**config.mk**
```make
export PLATFORM = sky130hd
export DESIGN_NAME = phy_specific_config
export DESIGN_NICKNAME = d
export VERILOG_FILES = /design/src/shared/phy_cfg_pkg.sv /design/src/hw/phy_fsm_reset_gen.sv /design/src/hw/axil_wr_capture.sv /design/src/hw/phy_specific_config.sv
export SDC_FILE = /design/constraint.sdc
export NUM_CORES = 1
export LEC_CHECK = 0
export BUFFER_PORTS_ARGS = -buffer_cell sky130_fd_sc_hd__clkbuf_2
export CAP_MARGIN = 10
export CORE_ASPECT_RATIO = 2
export CORE_MARGIN = 5
export CORE_UTILIZATION = 45
export DETAILED_ROUTE_END_ITERATION = 7
export PLACE_DENSITY = 0.75
export SETUP_SLACK_MARGIN = 0.5
export SYNTH_ARGS = -nofsm -noshare
export SYNTH_HDL_FRONTEND = slang
export SYNTH_SLANG_ARGS = --single-unit
export TNS_END_PERCENT = 5
```
**constraint.sdc**
```tcl
create_clock -name i_mclk -period 1.5 [get_ports i_mclk]
set_input_delay 0.3 -clock i_mclk [delete_from_list [all_inputs] [get_ports i_mclk]]
set_output_delay 0.3 -clock i_mclk [all_outputs]
set_load 0.03 [all_outputs]
```
**src/shared/phy_cfg_pkg.sv**
```systemverilog
// Package with register map, field positions and timing constants of the PHY configuration block.
package phy_cfg_pkg;
    localparam logic [7:0] ADDR_CFG = 8'h10;
    localparam logic [7:0] ADDR_STATUS = 8'h14;
    localparam int BIT_BYPASS_BLOCK_CODER = 15;
    localparam int BIT_BYPASS_SCRAMBLING = 14;
    localparam int BIT_BYPASS_SYMBOL_PATH = 13;
    localparam int BIT_FORCE_SIGNAL_DETECT = 12;
    localparam int BIT_COPPER_FIBER_SELECT = 10;
    localparam int BIT_FORCE_FAST_LINK = 7;
    localparam int BIT_AUTO_REDUCED_POWER = 4;
    localparam int BIT_PHY_FSM_RESET = 3;
    localparam int BIT_MGMT_PREAMBLE_SUPPRESS = 2;
    localparam int BIT_SLEEP = 1;
    localparam int BIT_REMOTE_LOOP_OUT = 0;
    localparam logic [15:0] CFG_RESET = 16'h0414;
    localparam logic [15:0] CFG_WRITE_MASK = 16'hfdff;
    localparam logic [1:0] RESP_OKAY = 2'h0;
    localparam logic [1:0] RESP_SLVERR = 2'h2;
    localparam int FSM_RESET_NS = 100;
    localparam int CLK_PERIOD_NS = 5;
    localparam int FSM_RESET_CYCLES = (FSM_RESET_NS + CLK_PERIOD_NS - 1) / CLK_PERIOD_NS;
    localparam int FSM_CNT_W = 8;
    localparam logic [FSM_CNT_W-1:0] FSM_CNT_LAST = FSM_CNT_W'(FSM_RESET_CYCLES - 1);
    localparam logic [FSM_CNT_W-1:0] FSM_CNT_ZERO = 8'h00;
endpackage

```
**src/hw/phy_fsm_reset_gen.sv**
```systemverilog
// Timed pulse generator for the PHY state machine reset.
`timescale 1ns/1ps
`default_nettype none
module phy_fsm_reset_gen
    import phy_cfg_pkg::*;
(
    input wire logic i_mclk,
    input wire logic i_reset_n,
    input wire logic i_start,
    output logic o_active,
    output logic o_done
);
    typedef enum logic [1:0] {S_IDLE = 2'b01, S_RUN = 2'b10} rst_state_t;
    rst_state_t state_q;
    rst_state_t state_d;
    logic [FSM_CNT_W-1:0] cnt_q;
    wire at_last = (cnt_q == FSM_CNT_LAST);

    always_comb begin
        case (state_q)
            S_IDLE: state_d = i_start ? S_RUN : S_IDLE;
            S_RUN: state_d = at_last ? S_IDLE : S_RUN;
            default: state_d = S_IDLE;
        endcase
    end

    always_ff @(posedge i_mclk or negedge i_reset_n) begin
        if (!i_reset_n) begin
            state_q <= S_IDLE;
            cnt_q <= FSM_CNT_ZERO;
            o_done <= 1'b0;
        end else begin
            state_q <= state_d;
            cnt_q <= (state_q == S_RUN && !at_last) ? cnt_q + 1'b1 : FSM_CNT_ZERO;
            o_done <= (state_q == S_RUN) && at_last;
        end
    end

    assign o_active = (state_q == S_RUN);
endmodule
`default_nettype wire

```
**src/hw/axil_wr_capture.sv**
```systemverilog
// Write channel capture for the AXI4-Lite slave, taking address and data in either order.
`timescale 1ns/1ps
`default_nettype none
module axil_wr_capture
    import phy_cfg_pkg::*;
(
    input wire logic i_mclk,
    input wire logic i_reset_n,
    input wire logic i_awvalid,
    input wire logic [7:0] i_awaddr,
    input wire logic i_wvalid,
    input wire logic [31:0] i_wdata,
    input wire logic [3:0] i_wstrb,
    input wire logic i_bready,
    output logic o_awready,
    output logic o_wready,
    output logic o_bvalid,
    output logic [1:0] o_bresp,
    output logic o_wr_go,
    output logic [7:0] o_wr_addr,
    output logic [31:0] o_wr_data,
    output logic [3:0] o_wr_strb
);
    logic have_a_q;
    logic have_w_q;
    wire a_take = i_awvalid && o_awready;
    wire w_take = i_wvalid && o_wready;
    wire a_full = have_a_q || a_take;
    wire w_full = have_w_q || w_take;
    wire go = a_full && w_full && !o_bvalid;
    wire [7:0] addr_now = a_take ? i_awaddr : o_wr_addr;

    always_ff @(posedge i_mclk or negedge i_reset_n) begin
        if (!i_reset_n) begin
            have_a_q <= 1'b0;
            have_w_q <= 1'b0;
            o_awready <= 1'b1;
            o_wready <= 1'b1;
            o_bvalid <= 1'b0;
            o_bresp <= RESP_OKAY;
            o_wr_go <= 1'b0;
            o_wr_addr <= 8'h00;
            o_wr_data <= 32'h0000_0000;
            o_wr_strb <= 4'h0;
        end else begin
            if (a_take) begin
                o_wr_addr <= i_awaddr;
            end
            if (w_take) begin
                o_wr_data <= i_wdata;
                o_wr_strb <= i_wstrb;
            end
            have_a_q <= a_full && !go;
            have_w_q <= w_full && !go;
            o_awready <= !a_full || go ? (o_bvalid ? 1'b0 : !a_full) : 1'b0;
            o_wready <= !w_full || go ? (o_bvalid ? 1'b0 : !w_full) : 1'b0;
            o_wr_go <= go;
            if (go) begin
                o_bvalid <= 1'b1;
                o_bresp <= (addr_now == ADDR_CFG || addr_now == ADDR_STATUS) ? RESP_OKAY : RESP_SLVERR;
            end else if (o_bvalid && i_bready) begin
                o_bvalid <= 1'b0;
                o_awready <= 1'b1;
                o_wready <= 1'b1;
            end
        end
    end
endmodule
`default_nettype wire

```
**src/hw/phy_specific_config.sv**
```systemverilog
// PHY specific configuration register with its AXI4-Lite slave and control outputs.
//
// Notes on behaviour
// Block coder bypass bit set skips 4B5B encoder and decoder; resets to 0.
// Scrambling bypass bit set bypasses scrambler and descrambler; resets to 0.
// Symbol path bypass bit set bypasses alignment, coding and scrambling paths; o_bypass_block_coder ignores it and follows bit 15 only.
// Forced signal detect makes the detector read active; debug only, resets 0.
// Software always writes 0 to reserved read-write bits 11, 8, 6, 5.
// Copper/fiber select: 1 copper TX, 0 fiber FX; resets to 1.
// Force fast link reports good 100 Mbps link regardless of line; resets 0.
// Auto reduced power enable permits automatic reduced power-down; resets to 1.
// Writing 1 to FSM reset resets all PHY state machines; 0 ignored.
// FSM reset bit clears itself once the state machine reset completes.
// Management preamble suppression on when 1, off when 0; resets to 1.
// Writing 1 to sleep powers down all but oscillator and clock generator.
// Leaving sleep keeps configuration but restarts state machines from reset.
// Remote loop-out set routes received data back to transmit; resets to 0.
// Reserved bit 9 reads 0 and ignores writes.
//
// The AXI4-Lite slave port was decided locally.
`timescale 1ns/1ps
`default_nettype none
module phy_specific_config
    import phy_cfg_pkg::*;
(
    input wire logic i_mclk,
    input wire logic i_reset_n,
    input wire logic i_awvalid,
    input wire logic [7:0] i_awaddr,
    input wire logic i_wvalid,
    input wire logic [31:0] i_wdata,
    input wire logic [3:0] i_wstrb,
    input wire logic i_bready,
    input wire logic i_arvalid,
    input wire logic [7:0] i_araddr,
    input wire logic i_rready,
    input wire logic i_line_signal_detect,
    input wire logic i_line_link_good,
    output logic o_awready,
    output logic o_wready,
    output logic o_bvalid,
    output logic [1:0] o_bresp,
    output logic o_arready,
    output logic o_rvalid,
    output logic [31:0] o_rdata,
    output logic [1:0] o_rresp,
    output logic o_bypass_block_coder,
    output logic o_bypass_scrambling,
    output logic o_bypass_symbol_path,
    output logic o_signal_detector,
    output logic o_copper_fiber_select,
    output logic o_link_good_100,
    output logic o_auto_reduced_power_enable,
    output logic o_phy_fsm_reset,
    output logic o_mgmt_preamble_suppress,
    output logic o_sleep,
    output logic o_remote_loop_out
);
    ////////////////////////////////////////////////////////////////////////////
    // Write path.
    logic wr_go;
    logic [7:0] wr_addr;
    logic [31:0] wr_data;
    logic [3:0] wr_strb;
    logic [15:0] cfg_q;
    logic [15:0] cfg_d;
    logic rst_active;
    logic rst_done;
    logic wake_q;

    axil_wr_capture u_wr (
        .i_mclk(i_mclk),
        .i_reset_n(i_reset_n),
        .i_awvalid(i_awvalid),
        .i_awaddr(i_awaddr),
        .i_wvalid(i_wvalid),
        .i_wdata(i_wdata),
        .i_wstrb(i_wstrb),
        .i_bready(i_bready),
        .o_awready(o_awready),
        .o_wready(o_wready),
        .o_bvalid(o_bvalid),
        .o_bresp(o_bresp),
        .o_wr_go(wr_go),
        .o_wr_addr(wr_addr),
        .o_wr_data(wr_data),
        .o_wr_strb(wr_strb)
    );

    function automatic logic [15:0] merge_lanes(input logic [15:0] old, input logic [15:0] nw,
                                                input logic [1:0] strb);
        merge_lanes = {strb[1] ? nw[15:8] : old[15:8], strb[0] ? nw[7:0] : old[7:0]};
    endfunction

    wire cfg_hit = wr_go && (wr_addr == ADDR_CFG);
    wire [15:0] merged = merge_lanes(cfg_q, wr_data[15:0], wr_strb[1:0]) & CFG_WRITE_MASK;
    wire fsm_req_wr = cfg_hit && wr_strb[0] && wr_data[BIT_PHY_FSM_RESET];
    wire sleep_wr = cfg_hit && wr_strb[0];
    wire wake_event = sleep_wr && cfg_q[BIT_SLEEP] && !wr_data[BIT_SLEEP];

    // Only a written 1 sets the reset bit and only completion clears it, so a stray 0 cannot cut it short.
    always_comb begin
        cfg_d = cfg_hit ? merged : cfg_q;
        cfg_d[BIT_PHY_FSM_RESET] = fsm_req_wr | (cfg_q[BIT_PHY_FSM_RESET] & !rst_done);
    end

    always_ff @(posedge i_mclk or negedge i_reset_n) begin
        if (!i_reset_n) begin
            cfg_q <= CFG_RESET;
            wake_q <= 1'b0;
        end else begin
            cfg_q <= cfg_d;
            wake_q <= wake_event;
        end
    end

    // Waking from sleep retains configuration but pulses a full state machine reset.
    phy_fsm_reset_gen u_rst (
        .i_mclk(i_mclk),
        .i_reset_n(i_reset_n),
        .i_start(fsm_req_wr || wake_q),
        .o_active(rst_active),
        .o_done(rst_done)
    );

    ////////////////////////////////////////////////////////////////////////////
    // Read path.
    wire rd_take = i_arvalid && o_arready;
    wire rd_cfg = (i_araddr == ADDR_CFG);
    wire rd_stat = (i_araddr == ADDR_STATUS);
    wire [31:0] stat_word = {29'h0, o_sleep, o_link_good_100, rst_active};

    always_ff @(posedge i_mclk or negedge i_reset_n) begin
        if (!i_reset_n) begin
            o_arready <= 1'b1;
            o_rvalid <= 1'b0;
            o_rdata <= 32'h0000_0000;
            o_rresp <= RESP_OKAY;
        end else if (rd_take) begin
            o_arready <= 1'b0;
            o_rvalid <= 1'b1;
            o_rdata <= rd_cfg ? {16'h0000, cfg_q} : (rd_stat ? stat_word : 32'h0000_0000);
            o_rresp <= (rd_cfg || rd_stat) ? RESP_OKAY : RESP_SLVERR;
        end else if (o_rvalid && i_rready) begin
            o_rvalid <= 1'b0;
            o_arready <= 1'b1;
        end
    end

    ////////////////////////////////////////////////////////////////////////////
    // Control outputs, registered from the configuration word, the line inputs and the reset generator.
    // Reserved bits 11, 8, 6 and 5 are stored but steer nothing, so a stray 1 is harmless.
    always_ff @(posedge i_mclk or negedge i_reset_n) begin
        if (!i_reset_n) begin
            o_bypass_block_coder <= 1'b0;
            o_bypass_scrambling <= 1'b0;
            o_bypass_symbol_path <= 1'b0;
            o_signal_detector <= 1'b0;
            o_copper_fiber_select <= 1'b1;
            o_link_good_100 <= 1'b0;
            o_auto_reduced_power_enable <= 1'b1;
            o_phy_fsm_reset <= 1'b0;
            o_mgmt_preamble_suppress <= 1'b1;
            o_sleep <= 1'b0;
            o_remote_loop_out <= 1'b0;
        end else begin
            o_bypass_block_coder <= cfg_q[BIT_BYPASS_BLOCK_CODER];
            // Symbol path bypass also bypasses the scrambler pair.
            o_bypass_scrambling <= cfg_q[BIT_BYPASS_SCRAMBLING] | cfg_q[BIT_BYPASS_SYMBOL_PATH];
            o_bypass_symbol_path <= cfg_q[BIT_BYPASS_SYMBOL_PATH];
            o_signal_detector <= cfg_q[BIT_FORCE_SIGNAL_DETECT] | i_line_signal_detect;
            o_copper_fiber_select <= cfg_q[BIT_COPPER_FIBER_SELECT];
            o_link_good_100 <= cfg_q[BIT_FORCE_FAST_LINK] | i_line_link_good;
            o_auto_reduced_power_enable <= cfg_q[BIT_AUTO_REDUCED_POWER];
            o_phy_fsm_reset <= rst_active;
            o_mgmt_preamble_suppress <= cfg_q[BIT_MGMT_PREAMBLE_SUPPRESS];
            o_sleep <= cfg_q[BIT_SLEEP];
            o_remote_loop_out <= cfg_q[BIT_REMOTE_LOOP_OUT];
        end
    end
endmodule
`default_nettype wire

```
==> impl_metrics.json, run 1 <==
{
  "grt_use_met2_pct": 33.8,
  "ys_seq_area_share_pct": 61.5,
  "grt_max_degree": 29,
  "finalSetupTns_ps": -443,
  "clock-sinks": 88,
  "rows": 46,
  "setup_viol": 13,
  "postLayoutSetupSlackWorst_ps": -85.2,
  "yosysMostFrequentCell": "dfrtp_1",
  "synthTopCellsByArea": "dfrtp_1 (54%), mux2_2 (12%), dfstp_2 (7.3%)",
  "grt_pass1_wl_mm": 13.6,
  "grtUsageMet3_pct": 5.00,
  "die_h_um": 137,
  "status": "finished with violations",
  "cts_max_path_buffers": 2,
  "drive_above_1_share_pct": 54.7,
  "power_leakage_nw": 2.51,
  "initial_core_util_pct": 45.7,
  "die_w_um": 73.3,
  "syn_avg_cell_area_um2": 13.7,
  "drtAntennaViolNets": 0,
  "synth_area_leader_cell": "dfrtp_1",
  "cp.arrival_ps": 1800,
  "syn_area_mm2": 0.00360,
  "clock.fmax_mhz": 631,
  "dp_hpwl_mm": 5.53,
  "synth-seq-cells": 88,
  "hold_viol": 23,
  "end_kind": "flip-flop",
  "cts_tree": "done",
  "clkTransAtPathRegs_ps": 60,
  "holdWs_ps": -109,
  "clk_latency_ps": 340,
  "reg2reg_depth": 4,
  "overflow": 0,
  "finalCritPeriodShare_pct": 106,
  "yosysTopAreaCellShare_pct": 54.2,
  "start_kind": "flip-flop",
  "maxSlewViolCount": 0,
  "postLayoutCellArea_mm2": 0.00510,
  "r2r_slack_ps": -90,
  "critical_path_required_ps": 1720,
  "placed_cell_area_mm2": 0.00416,
  "synth_ff_type": "dfrtp_1",
  "reg2reg_from": "u_wr.o_wr_addr[6]$_DFF_PN0_",
  "globalplace.congestion": 0.832,
  "async_flop_share_pct": 100,
  "cts.htree.levels": 3,
  "drt_iter0_drc": 99,
  "syn_inst": 262,
  "core_area_mm2": 0.00789,
  "insertedDiodeCount": 0,
  "met1_usage_pct": 18.5,
  "critical_path_class": "flip-flop to flip-flop",
  "synth_edf_count": 0,
  "numCtsBuffers": 9,
  "yosys_warnings": 0,
  "port_buffers": 74,
  "drtPass1Iterations": 4,
  "area_delta_synth_final_pct": 41.7,
  "root_buffer": "clkbuf_16",
  "via_count": 2379,
  "worstHoldPathType": "primary input to asynchronous set/reset pin",
  "synth_common_cells": "dfrtp_1 (78), mux2_2 (39), buf_4 (19)",
  "powerDensity_mw_per_mm2": 1450,
  "num_io_pins": 113,
  "viasPerCell": 5.17,
  "ys_types": 49,
  "grt_setup_unrepaired": "yes",
  "die-area_mm2": 0.0100,
  "violations": "hold timing, setup timing",
  "vdd_drop_max_mv": 1.25,
  "wl_per_cell_um": 18.1,
  "route.detailed.drc": 0,
  "finalNetCount": 423,
  "grt-busiest-layer": "met2",
  "wirelength_mm": 8.32,
  "antenna_found_initial": 0,
  "final.setup_skew_ps": 5.82,
  "min_period_ps": 1590,
  "rr_endpoint": "cfg_q[1]$_DFFE_PN0N_",
  "critPathMaxFanout": 6,
  "track_usage_pct": 18.5,
  "drv_cap": 0,
  "grt_pass1_vias": 2719
}
## power by group
| group | switching (mW) | internal, mW | leakage (nW) |
|---|---|---|---|
| clock network | 0.876 | 1.16 | 0.130 |
| logic | 0.819 | 1.11 | 1.26 |
| registers | 0.485 | 2.94 | 1.12 |
## logic make-up after synthesis
kind of cell	count (synthesis)	synth area share [%]
buf+inv	32	5.56
xor+xnor	3	0.730
mux	43	13.3
simple gates	57	10.6
fa+ha+maj	3	1.04
compound gates	35	7.22
flops	88	61.5
other cells	1	0.104
## what timing repair did
| action | 4_1_cts | 5_1_grt |
|---|---|---|
| buffers inserted | 0 | 2 |
| resized for setup | 130 | 46 |
| endpoints found under the setup margin | 105 | 107 |
| endpoints found under the hold margin | 23 | 23 |
| pin swaps | 29 | 31 |
## metrics by stage
step | cells | worst slack (ps) | util [%] | power (mW)
finish | 460 | -85.2 | 64.7 | 7.39
global route | 460 | -133 | 64.7 | 7.72
CTS | 458 | -64.8 | 63.3 | 7.29
detailed placement | 442 | -119 | 52.8 | 4.69
global placement | 442 | -94.8 | 52.8 | 4.60
floorplan | 280 | 13.7 | - | 4.22
## cell type report
| type | count | area, µm² |
|---|---|---|
| clock buffer | 13 | 250 |
| clock inverter | 3 | 17.5 |
| fill | 552 | 2780 |
| inverter | 9 | 33.8 |
| multi-input combinational | 160 | 1550 |
| sequential | 88 | 2220 |
| tap | 96 | 120 |
| timing repair buffer | 91 | 913 |
## worst max-delay path, cell delays in order, from the launching register on
cell	delay (ps)
dfrtp_1	400
nor4b_4	420
nand4_2	170
buf_6	180
mux2_2	290
## layout by cell type, fill, tap and decap left out, types with 6 or more instances in the layout
master,n
conb_1,19
inv_1,8
nor2_1,7
buf_12,6
buf_4,10
nand2_1,8
a22o_4,10
dfstp_2,10
clkbuf_16,9
mux2_4,24
clkbuf_2,40
buf_8,33
mux2_2,15
dfrtp_1,77
## metal layers
layer,wire (µm),part of all wire [%]
met1,2730,33
met4,221,2.7
met2,4850,58
met3,517,6.2
met5,0,0
## registers in the layout (all words and copies together), names as in the netlist, 2 cells and up
signal / count
o_rdata: 15
u_rst.state_q: 2
u_wr.o_wr_data: 15
u_wr.o_wr_strb: 2
cfg_q: 15
u_wr.o_wr_addr: 8
u_rst.cnt_q: 8
## worst max-delay path by stage
| stage | start | to | slack (ps) | cells after the start |
|---|---|---|---|---|
| after global routing | u_wr.o_wr_addr[6]$_DFF_PN0_ | cfg_q[1]$_DFFE_PN0N_ | -130 | 4 |
| after CTS | u_wr.o_wr_addr[6]$_DFF_PN0_ | cfg_q[1]$_DFFE_PN0N_ | -60 | 4 |
| after detailed placement | i_araddr[1] | o_rresp[1]$_DFFE_PN0P_ | -120 | 4 |
| after floorplan | i_araddr[1] | o_rresp[1]$_DFFE_PN0P_ | 10 | 3 |
| final | u_wr.o_wr_addr[6]$_DFF_PN0_ | cfg_q[1]$_DFFE_PN0N_ | -90 | 4 |
| after global placement | i_araddr[1] | o_rresp[1]$_DFFE_PN0P_ | -90 | 4 |
Power figures use the tool's default switching activity.
==> run 2: changes to the inputs <==
- CELL_PAD_IN_SITES_DETAIL_PLACEMENT: not set -> 2
- CELL_PAD_IN_SITES_GLOBAL_PLACEMENT: not set -> 2
- CORE_UTILIZATION: 45 -> 30
- PLACE_DENSITY: 0.75 -> not set
- PLACE_DENSITY_LB_ADDON: not set -> 0.1
==> impl_metrics.json, run 2 (synthesis results as in run 1) <==
{
  "rr_endpoint": "cfg_q[14]$_DFFE_PN0P_",
  "status": "finished with violations",
  "clkTransAtPathRegs_ps": 60,
  "area_delta_synth_final_pct": 46.3,
  "holdWs_ps": -99.6,
  "top_regs": "cfg_q x15, o_rdata x15, u_wr.o_wr_data x15",
  "start_kind": "flip-flop",
  "die_h_um": 165,
  "globalplace.congestion": 0.722,
  "min_period_ps": 1500,
  "grt_pass1_wl_mm": 14.9,
  "num_io_pins": 113,
  "maxSlewViolCount": 0,
  "hold_viol": 21,
  "cts_max_path_buffers": 2,
  "grt_max_degree": 30,
  "powerDensity_mw_per_mm2": 1440,
  "finalNetCount": 432,
  "cts_tree": "done",
  "numCtsBuffers": 9,
  "crit_end": "cfg_q[14]$_DFFE_PN0P_",
  "crit_start": "u_wr.o_wr_addr[7]$_DFF_PN0_",
  "route.detailed.drc": 0,
  "final.setup_skew_ps": 5.89,
  "finalCritPeriodShare_pct": 100,
  "core_area_mm2": 0.0118,
  "cts.htree.levels": 3,
  "postLayoutSetupSlackWorst_ps": -1.40,
  "finalSetupTns_ps": -1.40,
  "drtPass1Iterations": 4,
  "drt_iter0_drc": 57,
  "reg2reg_from": "u_wr.o_wr_addr[7]$_DFF_PN0_",
  "track_usage_pct": 13.8,
  "dp.cells": 497,
  "final_common_cell": "dfrtp_1",
  "end_kind": "flip-flop",
  "clock-sinks": 88,
  "critical_path_required_ps": 1720,
  "layout_common_cells": "dfrtp_1 (77), clkbuf_2 (40), buf_8 (34)",
  "wirelength_mm": 9.18,
  "clk_latency_ps": 330,
  "dp_hpwl_mm": 6.56,
  "die_w_um": 87.5,
  "grt_setup_unrepaired": "yes",
  "antenna_found_initial": 0,
  "instances_no_fill": 518,
  "die-area_mm2": 0.0144,
  "port_buffers": 74,
  "drtAntennaViolNets": 0,
  "vdd_drop_max_mv": 0.755,
  "drive_above_1_share_pct": 56.3,
  "viasPerCell": 4.71,
  "reg2reg_depth": 5,
  "setup_viol": 1,
  "worstHoldPathType": "primary input to asynchronous set/reset pin",
  "r2r_slack_ps": -1,
  "clock.fmax_mhz": 666,
  "critical_path_class": "flip-flop to flip-flop",
  "wl_per_cell_um": 17.7,
  "overflow": 0,
  "power_leakage_nw": 2.56,
  "critPathMaxFanout": 7,
  "violations": "hold timing, setup timing",
  "insertedDiodeCount": 0,
  "root_buffer": "clkbuf_16",
  "drv_cap": 0,
  "initial_core_util_pct": 30.6,
  "via_count": 2438,
  "rows": 56,
  "grt_pass1_vias": 2836,
  "cp.arrival_ps": 1720
}
-- run 2: cell count changes in the layout (fill, tap and decap cells not counted), moves of 2 or more --
cell	previous run	this run
clkinv_4	0	2
buf_12	6	4
buf_6	2	5
nand2_2	1	3
buf_4	10	17
-- run 2: layout make-up --
class                   count  area [µm²]
repair buffers            100         975
clock inverters             5        57.6
fillers                  1167        6500
multi-input cells         160        1570
well taps                 145         181
inverters                   9        33.8
flip-flops and latches     88        2220
clock buffers              11         233
-- run 2: timing repair --
action                     CTS  global route
hold endpoints to repair    21            21
resized for setup          132            44
pin swaps                   34            32
setup endpoints to repair  106           108
setup buffers                0             5
-- run 2: where the power goes --
group	switching (mW)	total (mW)	internal [mW]
Sequential	0.468	3.40	2.93
Clock	0.897	2.19	1.29
Combinational	0.843	1.99	1.15
-- run 2: how the worst min path moves through the flow --
stage	startpoint	endpoint	slack, ps	cells past startpoint
final	i_reset_n	o_rvalid$_DFFE_PN0P_	-100	1
after global routing	i_reset_n	o_rvalid$_DFFE_PN0P_	-90	1
after CTS	i_reset_n	o_rvalid$_DFFE_PN0P_	-100	1
after detailed placement	i_reset_n	o_rvalid$_DFFE_PN0P_	280	1
after global placement	i_reset_n	o_rvalid$_DFFE_PN0P_	270	1
after floorplan	i_reset_n	cfg_q[0]$_DFFE_PN0N_	4	0
-- run 2: metal layers --
metal | vias up | wire (µm) | global-route usage (%)
met5 | - | 0 | 0
met4 | 0 | 127 | 5.17
met3 | 7 | 263 | 3.00
met2 | 54 | 5480 | 25.9
met1 | 1278 | 3310 | 14.5
li1 | 1099 | - | -
-- run 2: worst max-delay path, stage by stage, from the launching register on --
cell	delay, ps
dfrtp_1	410
nor4b_4	270
buf_4	180
nand4_4	90
buf_6	160
mux2_2	270
-- run 2: per-stage QoR --
stage | setup slack (ps) | cell area [µm²] | power [mW] | util, %
after floorplan | 13.7 | 3690 | 4.22 | -
after global placement | -110 | 4280 | 4.66 | 36.4
after detailed placement | -133 | 4280 | 4.73 | 36.4
after CTS | -36.2 | 5140 | 7.50 | 43.7
after global routing | -57.5 | 5270 | 7.98 | 44.8
final | -1.40 | 5270 | 7.58 | 44.8
